`src/pkg/mpuo_pkg.sv`:
```
// Constants of the motion profile parameter bank: object indices, sub-entries, presets and field layouts.
package mpuo_pkg;
	localparam logic [15:0] IDX_JERK_CONV = 16'h60A2;
	localparam logic [15:0] IDX_PROFILE_JERK = 16'h60A4;
	localparam logic [15:0] IDX_POS_UNIT = 16'h60A8;
	localparam logic [15:0] IDX_VEL_UNIT = 16'h60A9;
	localparam logic [15:0] IDX_POS_OFFSET = 16'h60B0;
	localparam logic [15:0] IDX_VEL_OFFSET = 16'h60B1;
	localparam logic [7:0] SUB_COUNT = 8'h00;
	localparam logic [7:0] SUB_ONE = 8'h01;
	localparam logic [7:0] SUB_TWO = 8'h02;
	localparam logic [7:0] SUB_THREE = 8'h03;
	localparam logic [7:0] SUB_FOUR = 8'h04;
	localparam logic [7:0] JERK_CONV_HIGHEST_SUB = 8'h02;
	localparam logic [7:0] PROFILE_JERK_HIGHEST_SUB = 8'h04;
	localparam logic [31:0] RST_JERK_CONV = 32'h00000001;
	localparam logic [31:0] RST_PROFILE_JERK = 32'h000003E8;
	localparam logic [31:0] RST_POS_UNIT = 32'hFF410000;
	localparam logic [31:0] RST_VEL_UNIT = 32'h00B44700;
	localparam logic [31:0] RST_OFFSET = 32'h00000000;
	localparam logic [31:0] MASK_ALL = 32'hFFFFFFFF;
	localparam logic [31:0] MASK_POS_UNIT = 32'hFFFF0000;
	localparam logic [31:0] MASK_VEL_UNIT = 32'hFFFFFF00;
	localparam int UNIT_CODE_LSB = 16;
	localparam int UNIT_EXP_LSB = 24;
	localparam int TIME_CODE_LSB = 8;
	localparam int FIELD_W = 8;
	localparam int NUM_JERK = 4;
	typedef enum logic [1:0] {
		MPUO_LOAD = 2'b00,
		MPUO_RUN = 2'b01,
		MPUO_STORE = 2'b11
	} mpuo_conv_state_t;
endpackage

```
`src/verilog/mpuo_entry.sv`:
```
// One writable 32-bit dictionary entry with preset value and a mask of the bits that may be written.
`timescale 1ns/1ps
module mpuo_entry #(
	parameter logic [31:0] RESET_VALUE = 32'h00000000,
	parameter logic [31:0] WRITE_MASK = 32'hFFFFFFFF
) (
	input wire logic sys_clk,
	input wire logic srst,
	input wire logic we,
	input wire logic [31:0] wdata,
	output logic [31:0] q
);
	always_ff @(posedge sys_clk) begin
		if (srst) begin
			q <= RESET_VALUE;
		end else if (we) begin
			q <= wdata & WRITE_MASK;
		end
	end
endmodule // mpuo_entry

```
`src/verilog/mpuo_divider.sv`:
```
// Sequential restoring divider, one quotient bit per clock.
`timescale 1ns/1ps
module mpuo_divider #(
	parameter int W = 64,
	parameter int DW = 32
) (
	input wire logic sys_clk,
	input wire logic srst,
	input wire logic start,
	input wire logic [W-1:0] dividend,
	input wire logic [DW-1:0] divisor,
	output logic done,
	output logic [W-1:0] quotient
);
	localparam int CW = $clog2(W + 1);
	logic [DW:0] rem;
	logic [CW-1:0] cnt;
	logic busy;
	logic [DW:0] trial;

	// A zero divisor yields all ones, which later saturates instead of hanging.
	assign trial = {rem[DW-1:0], quotient[W-1]};

	always_ff @(posedge sys_clk) begin
		if (srst) begin
			rem <= '0;
			quotient <= '0;
			cnt <= '0;
			busy <= 1'b0;
			done <= 1'b0;
		end else begin
			done <= 1'b0;
			if (start) begin
				rem <= '0;
				quotient <= dividend;
				cnt <= CW'(W);
				busy <= 1'b1;
			end else if (busy) begin
				if (trial >= {1'b0, divisor}) begin
					rem <= trial - {1'b0, divisor};
					quotient <= {quotient[W-2:0], 1'b1};
				end else begin
					rem <= trial;
					quotient <= {quotient[W-2:0], 1'b0};
				end
				cnt <= cnt - CW'(1);
				if (cnt == CW'(1)) begin
					busy <= 1'b0;
					done <= 1'b1;
				end
			end
		end
	end
endmodule // mpuo_divider

```
`src/verilog/mpuo_bank.sv`:
```
// Motion profile parameter bank: dictionary access port, jerk conversion and setpoint offsets.
`timescale 1ns/1ps
module mpuo_bank (
	input wire logic sys_clk,
	input wire logic srst,
	input wire logic od_req,
	input wire logic od_write,
	input wire logic [15:0] od_index,
	input wire logic [7:0] od_subindex,
	input wire logic [31:0] od_wdata,
	output logic od_ack,
	output logic od_abort,
	output logic [31:0] od_rdata,
	input wire logic [31:0] pos_setpoint,
	input wire logic [31:0] vel_setpoint,
	output logic [31:0] pos_setpoint_adj,
	output logic [31:0] vel_setpoint_adj,
	output logic [31:0] jerk_begin_accel_int,
	output logic [31:0] jerk_begin_brake_int,
	output logic [31:0] jerk_end_accel_int,
	output logic [31:0] jerk_end_brake_int,
	output logic [3:0] jerk_limit_en,
	output logic jerk_int_valid,
	output logic [7:0] pos_unit_code,
	output logic [7:0] pos_unit_exp,
	output logic [7:0] vel_time_code,
	output logic [7:0] vel_pos_code,
	output logic [7:0] vel_unit_exp
);
	logic [31:0] jerk_num;
	logic [31:0] jerk_den;
	logic [31:0] jerk_lim [mpuo_pkg::NUM_JERK];
	logic [31:0] pos_unit;
	logic [31:0] vel_unit;
	logic [31:0] pos_offset;
	logic [31:0] vel_offset;
	logic wr;
	logic we_num;
	logic we_den;
	logic [3:0] we_jerk;
	logic we_pos_unit;
	logic we_vel_unit;
	logic we_pos_off;
	logic we_vel_off;
	logic next_abort;
	logic [31:0] next_rdata;

	assign wr = od_req & od_write;

	// Write decode: the sub-entry counts are read-only, so writing them is refused.
	always_comb begin
		we_num = 1'b0;
		we_den = 1'b0;
		we_jerk = 4'h0;
		we_pos_unit = 1'b0;
		we_vel_unit = 1'b0;
		we_pos_off = 1'b0;
		we_vel_off = 1'b0;
		if (od_index == mpuo_pkg::IDX_JERK_CONV) begin
			we_num = wr & (od_subindex == mpuo_pkg::SUB_ONE);
			we_den = wr & (od_subindex == mpuo_pkg::SUB_TWO);
		end else if (od_index == mpuo_pkg::IDX_PROFILE_JERK) begin
			we_jerk[0] = wr & (od_subindex == mpuo_pkg::SUB_ONE);
			we_jerk[1] = wr & (od_subindex == mpuo_pkg::SUB_TWO);
			we_jerk[2] = wr & (od_subindex == mpuo_pkg::SUB_THREE);
			we_jerk[3] = wr & (od_subindex == mpuo_pkg::SUB_FOUR);
		end else if (od_index == mpuo_pkg::IDX_POS_UNIT) begin
			we_pos_unit = wr & (od_subindex == mpuo_pkg::SUB_COUNT);
		end else if (od_index == mpuo_pkg::IDX_VEL_UNIT) begin
			we_vel_unit = wr & (od_subindex == mpuo_pkg::SUB_COUNT);
		end else if (od_index == mpuo_pkg::IDX_POS_OFFSET) begin
			we_pos_off = wr & (od_subindex == mpuo_pkg::SUB_COUNT);
		end else if (od_index == mpuo_pkg::IDX_VEL_OFFSET) begin
			we_vel_off = wr & (od_subindex == mpuo_pkg::SUB_COUNT);
		end
	end

	// Read decode and refusal of unknown objects, unknown sub-entries and read-only writes.
	always_comb begin
		next_rdata = 32'h00000000;
		next_abort = 1'b0;
		if (od_index == mpuo_pkg::IDX_JERK_CONV) begin
			if (od_subindex == mpuo_pkg::SUB_COUNT) begin
				next_rdata = {24'h000000, mpuo_pkg::JERK_CONV_HIGHEST_SUB};
				next_abort = od_write;
			end else if (od_subindex == mpuo_pkg::SUB_ONE) begin
				next_rdata = jerk_num;
			end else if (od_subindex == mpuo_pkg::SUB_TWO) begin
				next_rdata = jerk_den;
			end else begin
				next_abort = 1'b1;
			end
		end else if (od_index == mpuo_pkg::IDX_PROFILE_JERK) begin
			if (od_subindex == mpuo_pkg::SUB_COUNT) begin
				next_rdata = {24'h000000, mpuo_pkg::PROFILE_JERK_HIGHEST_SUB};
				next_abort = od_write;
			end else if (od_subindex == mpuo_pkg::SUB_ONE) begin
				next_rdata = jerk_lim[0];
			end else if (od_subindex == mpuo_pkg::SUB_TWO) begin
				next_rdata = jerk_lim[1];
			end else if (od_subindex == mpuo_pkg::SUB_THREE) begin
				next_rdata = jerk_lim[2];
			end else if (od_subindex == mpuo_pkg::SUB_FOUR) begin
				next_rdata = jerk_lim[3];
			end else begin
				next_abort = 1'b1;
			end
		end else if (od_subindex != mpuo_pkg::SUB_COUNT) begin
			next_abort = 1'b1;
		end else if (od_index == mpuo_pkg::IDX_POS_UNIT) begin
			next_rdata = pos_unit;
		end else if (od_index == mpuo_pkg::IDX_VEL_UNIT) begin
			next_rdata = vel_unit;
		end else if (od_index == mpuo_pkg::IDX_POS_OFFSET) begin
			next_rdata = pos_offset;
		end else if (od_index == mpuo_pkg::IDX_VEL_OFFSET) begin
			next_rdata = vel_offset;
		end else begin
			next_abort = 1'b1;
		end
	end

	always_ff @(posedge sys_clk) begin
		if (srst) begin
			od_ack <= 1'b0;
			od_abort <= 1'b0;
			od_rdata <= 32'h00000000;
		end else begin
			od_ack <= od_req;
			od_abort <= od_req & next_abort;
			if (od_req & ~od_write & ~next_abort) begin
				od_rdata <= next_rdata;
			end
		end
	end

	mpuo_entry #(.RESET_VALUE(mpuo_pkg::RST_JERK_CONV), .WRITE_MASK(mpuo_pkg::MASK_ALL)) u_num (
		.sys_clk(sys_clk), .srst(srst), .we(we_num), .wdata(od_wdata), .q(jerk_num)
	);
	mpuo_entry #(.RESET_VALUE(mpuo_pkg::RST_JERK_CONV), .WRITE_MASK(mpuo_pkg::MASK_ALL)) u_den (
		.sys_clk(sys_clk), .srst(srst), .we(we_den), .wdata(od_wdata), .q(jerk_den)
	);
	for (genvar g = 0; g < mpuo_pkg::NUM_JERK; g++) begin : g_jerk
		mpuo_entry #(.RESET_VALUE(mpuo_pkg::RST_PROFILE_JERK), .WRITE_MASK(mpuo_pkg::MASK_ALL)) u_lim (
			.sys_clk(sys_clk), .srst(srst), .we(we_jerk[g]), .wdata(od_wdata), .q(jerk_lim[g])
		);
	end
	// Reserved bytes are masked at the write so they can never read back nonzero.
	mpuo_entry #(.RESET_VALUE(mpuo_pkg::RST_POS_UNIT), .WRITE_MASK(mpuo_pkg::MASK_POS_UNIT)) u_pos_unit (
		.sys_clk(sys_clk), .srst(srst), .we(we_pos_unit), .wdata(od_wdata), .q(pos_unit)
	);
	mpuo_entry #(.RESET_VALUE(mpuo_pkg::RST_VEL_UNIT), .WRITE_MASK(mpuo_pkg::MASK_VEL_UNIT)) u_vel_unit (
		.sys_clk(sys_clk), .srst(srst), .we(we_vel_unit), .wdata(od_wdata), .q(vel_unit)
	);
	mpuo_entry #(.RESET_VALUE(mpuo_pkg::RST_OFFSET), .WRITE_MASK(mpuo_pkg::MASK_ALL)) u_pos_off (
		.sys_clk(sys_clk), .srst(srst), .we(we_pos_off), .wdata(od_wdata), .q(pos_offset)
	);
	mpuo_entry #(.RESET_VALUE(mpuo_pkg::RST_OFFSET), .WRITE_MASK(mpuo_pkg::MASK_ALL)) u_vel_off (
		.sys_clk(sys_clk), .srst(srst), .we(we_vel_off), .wdata(od_wdata), .q(vel_offset)
	);

	// Unit fields are fixed slices of the stored words.
	assign pos_unit_code = pos_unit[mpuo_pkg::UNIT_CODE_LSB +: mpuo_pkg::FIELD_W];
	assign pos_unit_exp = pos_unit[mpuo_pkg::UNIT_EXP_LSB +: mpuo_pkg::FIELD_W];
	assign vel_time_code = vel_unit[mpuo_pkg::TIME_CODE_LSB +: mpuo_pkg::FIELD_W];
	assign vel_pos_code = vel_unit[mpuo_pkg::UNIT_CODE_LSB +: mpuo_pkg::FIELD_W];
	assign vel_unit_exp = vel_unit[mpuo_pkg::UNIT_EXP_LSB +: mpuo_pkg::FIELD_W];

	// Offsets wrap on overflow; the setpoint range is the caller's concern.
	always_ff @(posedge sys_clk) begin
		if (srst) begin
			pos_setpoint_adj <= 32'h00000000;
			vel_setpoint_adj <= 32'h00000000;
		end else begin
			pos_setpoint_adj <= pos_setpoint + pos_offset;
			vel_setpoint_adj <= vel_setpoint + vel_offset;
		end
	end

	always_ff @(posedge sys_clk) begin
		if (srst) begin
			jerk_limit_en <= 4'h0;
		end else begin
			for (int i = 0; i < mpuo_pkg::NUM_JERK; i++) begin
				jerk_limit_en[i] <= (jerk_lim[i] != 32'h00000000);
			end
		end
	end

	// Conversion sequencer: one shared divider walks the four limits round robin.
	mpuo_pkg::mpuo_conv_state_t state;
	logic [1:0] sel;
	logic div_start;
	logic div_done;
	logic [63:0] product;
	logic [63:0] quotient;
	logic [31:0] quot_sat;
	logic [mpuo_pkg::NUM_JERK-1:0] conv_seen;

	always_ff @(posedge sys_clk) begin
		if (srst) begin
			product <= 64'h0000000000000000;
		end else begin
			product <= 64'(jerk_num) * 64'(jerk_lim[sel]);
		end
	end

	mpuo_divider #(.W(64), .DW(32)) u_div (
		.sys_clk(sys_clk),
		.srst(srst),
		.start(div_start),
		.dividend(product),
		.divisor(jerk_den),
		.done(div_done),
		.quotient(quotient)
	);

	// Results that exceed 32 bits, including a zero divisor, clamp to full scale.
	assign quot_sat = (quotient[63:32] != 32'h00000000) ? 32'hFFFFFFFF : quotient[31:0];

	always_ff @(posedge sys_clk) begin
		if (srst) begin
			state <= mpuo_pkg::MPUO_LOAD;
			sel <= 2'h0;
			div_start <= 1'b0;
		end else begin
			div_start <= 1'b0;
			case (state)
				mpuo_pkg::MPUO_LOAD: begin
					div_start <= 1'b1;
					state <= mpuo_pkg::MPUO_RUN;
				end
				mpuo_pkg::MPUO_RUN: begin
					if (div_done) begin
						state <= mpuo_pkg::MPUO_STORE;
					end
				end
				default: begin
					sel <= sel + 2'h1;
					state <= mpuo_pkg::MPUO_LOAD;
				end
			endcase
		end
	end

	always_ff @(posedge sys_clk) begin
		if (srst) begin
			jerk_begin_accel_int <= 32'h00000000;
			jerk_begin_brake_int <= 32'h00000000;
			jerk_end_accel_int <= 32'h00000000;
			jerk_end_brake_int <= 32'h00000000;
			conv_seen <= 4'h0;
			jerk_int_valid <= 1'b0;
		end else begin
			if (state == mpuo_pkg::MPUO_STORE) begin
				case (sel)
					2'h0: jerk_begin_accel_int <= quot_sat;
					2'h1: jerk_begin_brake_int <= quot_sat;
					2'h2: jerk_end_accel_int <= quot_sat;
					default: jerk_end_brake_int <= quot_sat;
				endcase
				conv_seen[sel] <= 1'b1;
			end
			jerk_int_valid <= &conv_seen;
		end
	end
endmodule // mpuo_bank

```
`config.mk`:
```
export PLATFORM = sky130hd
export DESIGN_NAME = mpuo_bank
export DESIGN_NICKNAME = d
export VERILOG_FILES = /design/src/pkg/mpuo_pkg.sv /design/src/verilog/mpuo_entry.sv /design/src/verilog/mpuo_divider.sv /design/src/verilog/mpuo_bank.sv
export SDC_FILE = /design/constraint.sdc
export NUM_CORES = 2
export LEC_CHECK = 0
export BUFFER_PORTS_ARGS = -buffer_cell sky130_fd_sc_hd__clkbuf_2
export CAP_MARGIN = 30
export CORE_ASPECT_RATIO = 1.1
export CORE_MARGIN = 3
export CORE_UTILIZATION = 55
export CTS_CLUSTER_DIAMETER = 30
export CTS_CLUSTER_SIZE = 14
export DETAILED_ROUTE_END_ITERATION = 12
export MAX_ROUTING_LAYER = met4
export PLACE_DENSITY = 0.73
export SYNTH_ARGS = -nofsm -noshare
export SYNTH_HDL_FRONTEND = slang
export SYNTH_SLANG_ARGS = --single-unit
```
`constraint.sdc`:
```
create_clock -name sys_clk -period 22.1 [get_ports sys_clk]
set_input_delay 4.42 -clock sys_clk [delete_from_list [all_inputs] [get_ports sys_clk]]
set_output_delay 4.42 -clock sys_clk [all_outputs]
set_load 0.02 [all_outputs]
```
==> reports/summary.md <==
Data on the critical path arrives at its endpoint at 9840 ps. The total count of hold-check failures in the final report is 0. The cell family contributing the most delay on the critical path is adder cells. The number of global-route vias before repair is 58590.

Summed over all layers, the routed wires come to 209900 um. The flow ran to the end, and the final reports show no timing, DRC or antenna violations. The type of the worst setup path is flip-flop to flip-flop. Post-route fraction of the period consumed by the critical path: 0.4155. The maximum clock frequency is 0.1089 GHz, and the floorplan die height is 369.6 um. At the worst endpoint, the required time is 22760 ps. Across all setup checks in the final design, the least slack found is 12920 ps. Clock skew on the completed layout was measured at 80.82 ps.

The logs give 118600 um2 for the floorplan core area and 0 for the final antenna-violating net count. Yosys mapped the design onto 91 distinct sky130hd cell types. The average wire length per cell after detail routing is 22.08 um, and the accumulated negative setup slack is 0 ps. The H-tree was split into 4 levels. The count of maximum capacitance violations was 0; the number of buffers inserted by hold repair at cts was 0. 395 I/O pins were placed.

Relative to the synthesized area, the layout overhead comes to 12.62%. The total overflow left after global routing is 0. The clock reaches the later pin of the worst-skew pair after 780 ps. The share of layout cells above drive strength 1 came out at 0.1053.

Number of buffers added for setup after CTS: 0. During synthesis, Yosys emitted a total of 0 warnings. The smallest clock period supported by the final layout is computed as 9182 ps. Setup violations remaining at the end of the flow were counted as 0. Top fanout value on the critical path: 37. The largest registers in the layout are g_jerk.u_lim.q (128), product (64), u_div.quotient (64). The number of clock buffers inserted by TritonCTS was 150; the total number of vias was 55880. The floorplan row count came out at 132.

The clock slew at the register clock pins of the worst setup and hold paths came out at 50 ps. The most used flip-flop cell after synthesis is dfxtp_1. The logs give 0.2835 for the remaining max-slew budget at the tightest pin and 0 for the final count of pins violating max slew.

The sort of element at the start of the critical path was a flip-flop. For the synthesized netlist cell count, the log shows 7722. Counting stages on the worst path, the most repeated cell is fa_1. Dividing total power by cell area gives a power density of 54.64 nW/um2. The logs give 0.2135 for the fraction of the yosys area taken by sequential cells and 0 for the count of cells resized by post-cts repair. Transition at the pin with the smallest max-transition slack: 1075 ps. Yosys mapped a number of flops with a built-in enable equal to 0.

Averaged over all synthesized cells, the footprint is 8.559 um2. For this run, the post-layout net count is 9216. From left edge to right edge, the die measures 336.5 um. The logs give 705 for the CTS sink count and 0.3500 for the all-layer global routing usage.

Entering global routing, the biggest net connects 188 pins. For the detailed-route DRC error count, the log shows 0. The initial antenna violation count was 14. The first TritonRoute pass finished after 9 iterations.

Dividing the detail-routed via count by the number of cells gives 5.877. In this run the static leakage power is 33.27 nW. The half-perimeter wire length after detailed placement was 156300 um. Setup repair after global routing left no endpoint under its margin. The logs give 3 for the buffer levels on the longest clock path and 1.027 for the routability congestion estimate from global placement. Together, buffers and inverters on the worst path number 5. The tools report the endpoint type of the worst setup path as a flip-flop. The flip-flop count of the largest register after layout works out to 128. The critical path goes through buf_4, mux4_2, and2_1, fa_1, inv_1, fa_1, fa_1, inv_1, fa_1, fa_1, fa_1, fa_1, inv_1, fa_1, inv_1, ha_1, nand4_1, nor3_1, a32oi_1, a211oi_1, a211o_1, a211oi_1, o31ai_1, mux2_2. The register with the most flip-flops in the final layout is g_jerk.u_lim.q.

The floorplan step defined a die boundary enclosing 124400 um2. Maximum ir drop on the vdd rail: 66.54 uV. For the area of the mapped netlist, the log shows 66090 um2.

The highest-delay cell along the critical path is mux4_2. Library cell used as clock root buffer: clkbuf_16. The first-pass GRT wire length was 328100 um; the delay of the slowest cell on the worst path was 980 ps. In this run, the number of DRC markers left after iteration 0 of detailed routing was 4506.

In this run, synthesis produced a sequential element count of 705. Before CTS, the worst setup slack after placement is 12920 ps. The logs give 0.6277 for the utilization of the core after routing and 9109 for the net count of the mapped netlist. For flop-to-flop paths, the worst setup slack is 12920 ps. Input and output buffers added on the ports amount to 394.

TritonCTS built the clock tree. The proportion of synthesized flip-flops having asynchronous set or reset works out to 0. Class of the worst hold path: flip-flop to flip-flop. Effective utilization at floorplan: 0.5574.
## synth_stat cells (7+ instances only)
master / n / area share
a211o_1: 11 / 0.0015
a211oi_1: 178 / 0.020
a21o_1: 84 / 0.0095
a21oi_1: 514 / 0.039
a221oi_1: 29 / 0.0038
a22o_1: 7 / 0.00093
a22oi_1: 47 / 0.0053
a311oi_1: 11 / 0.0015
a31oi_1: 23 / 0.0022
and2_1: 610 / 0.058
and3_1: 34 / 0.0032
buf_1: 19 / 0.0011
buf_2: 39 / 0.0030
buf_4: 12 / 0.0014
clkbuf_1: 455 / 0.026
dfxtp_1: 705 / 0.21
fa_1: 899 / 0.27
ha_1: 364 / 0.069
inv_1: 939 / 0.053
mux2i_1: 115 / 0.017
mux4_2: 32 / 0.011
nand2_1: 1194 / 0.068
nand2b_1: 23 / 0.0022
nand3_1: 49 / 0.0037
nand3b_1: 50 / 0.0057
nand4_1: 35 / 0.0033
nor2_1: 555 / 0.032
nor2b_1: 31 / 0.0029
nor3_1: 79 / 0.0060
nor3b_1: 11 / 0.0012
nor4_1: 46 / 0.0044
o211ai_1: 18 / 0.0020
o21a_1: 19 / 0.0022
o21ai_0: 164 / 0.012
o21bai_1: 29 / 0.0033
o31a_1: 9 / 0.0012
o31ai_1: 16 / 0.0018
or2_2: 7 / 0.00066
xnor2_1: 77 / 0.010
xor2_1: 58 / 0.0077
## worst reg2reg max path, stage by stage (launching register included)
cell	delay (ps)
dfxtp_2	300
buf_4	580
mux4_2	1030
and2_1	360
fa_1	530
inv_1	50
fa_1	530
fa_1	560
inv_1	50
fa_1	480
fa_1	580
fa_1	430
fa_1	550
inv_1	70
fa_1	500
inv_1	50
ha_1	440
nand4_1	160
nor3_1	470
a32oi_1	170
a211oi_1	270
a211o_1	170
a211oi_1	90
o31ai_1	310
mux2_2	360
## where the power goes
group	leakage, nW	internal (mW)	switching (mW)
Clock	2.68	1.62	0.818
Combinational	24.9	0.113	0.220
Sequential	5.71	1.29	0.0103
## per-layer routing
metal,track usage,share of wire,up-vias
met5,-,0,-
met4,0.2116,0.074,0
met3,0.06521,0.075,780
met2,0.5842,0.49,2525
met1,0.3899,0.36,27600
li1,-,-,24970
## cell type report
class                   count  area [um2]
multi-input cells        5552       46460
repair buffers            481        2748
diodes                     11       27.53
inverters                 939        3525
fillers                 10070       44150
well taps                1541        1928
flip-flops and latches    705       14130
clock inverters            95        1562
clock buffers             183        4058
## worst paths after layout
check | start | endpoint | cells past startpoint
max | sel[0]$_SDFFE_PP0N_ | product[62]$_SDFF_PP0_ | 24
min reg2reg | product[30]$_SDFF_PP0_ | u_div.quotient[30]$_SDFFE_PP0P_ | 2
max reg2reg | sel[0]$_SDFFE_PP0N_ | product[62]$_SDFF_PP0_ | 24
min | product[30]$_SDFF_PP0_ | u_div.quotient[30]$_SDFFE_PP0P_ | 2
## layout by cell type (no fill, tap or decap), drive strengths merged, types with 77 or more instances in the layout
cell,synthesis,final
nor2,556,556
mux2i,115,115
ha,364,364
dfxtp,705,705
clkbuf,456,576
and2,615,615
fa,899,899
o21ai,169,169
a21oi,514,514
nand2,1194,1194
buf,70,88
a211oi,178,178
xnor2,77,77
nor3,81,81
a21o,85,85
inv,939,954
## stage by stage
stage | instance area, um2 | power (mW) | cells | hold slack, ps
floorplan | 66090 | 1.548 | 7722 | 424.3
global route | 74440 | 4.186 | 9507 | 446.5
finish | 74440 | 4.067 | 9507 | 427.9
detailed placement | 68710 | 1.645 | 9215 | 446.3
CTS | 74330 | 4.076 | 9493 | 432.2
global placement | 68650 | 1.644 | 9212 | 439.9
## cells by family after synthesis
group           after synthesis  synth area share
fa+ha+maj                  1263            0.3412
mux                         155           0.02968
xor+xnor                    135           0.01789
flops                       705            0.2135
buf+inv                    1465           0.08464
simple gates               2770            0.1965
compound gates             1229            0.1166
(Power assumes the default switching activity.)
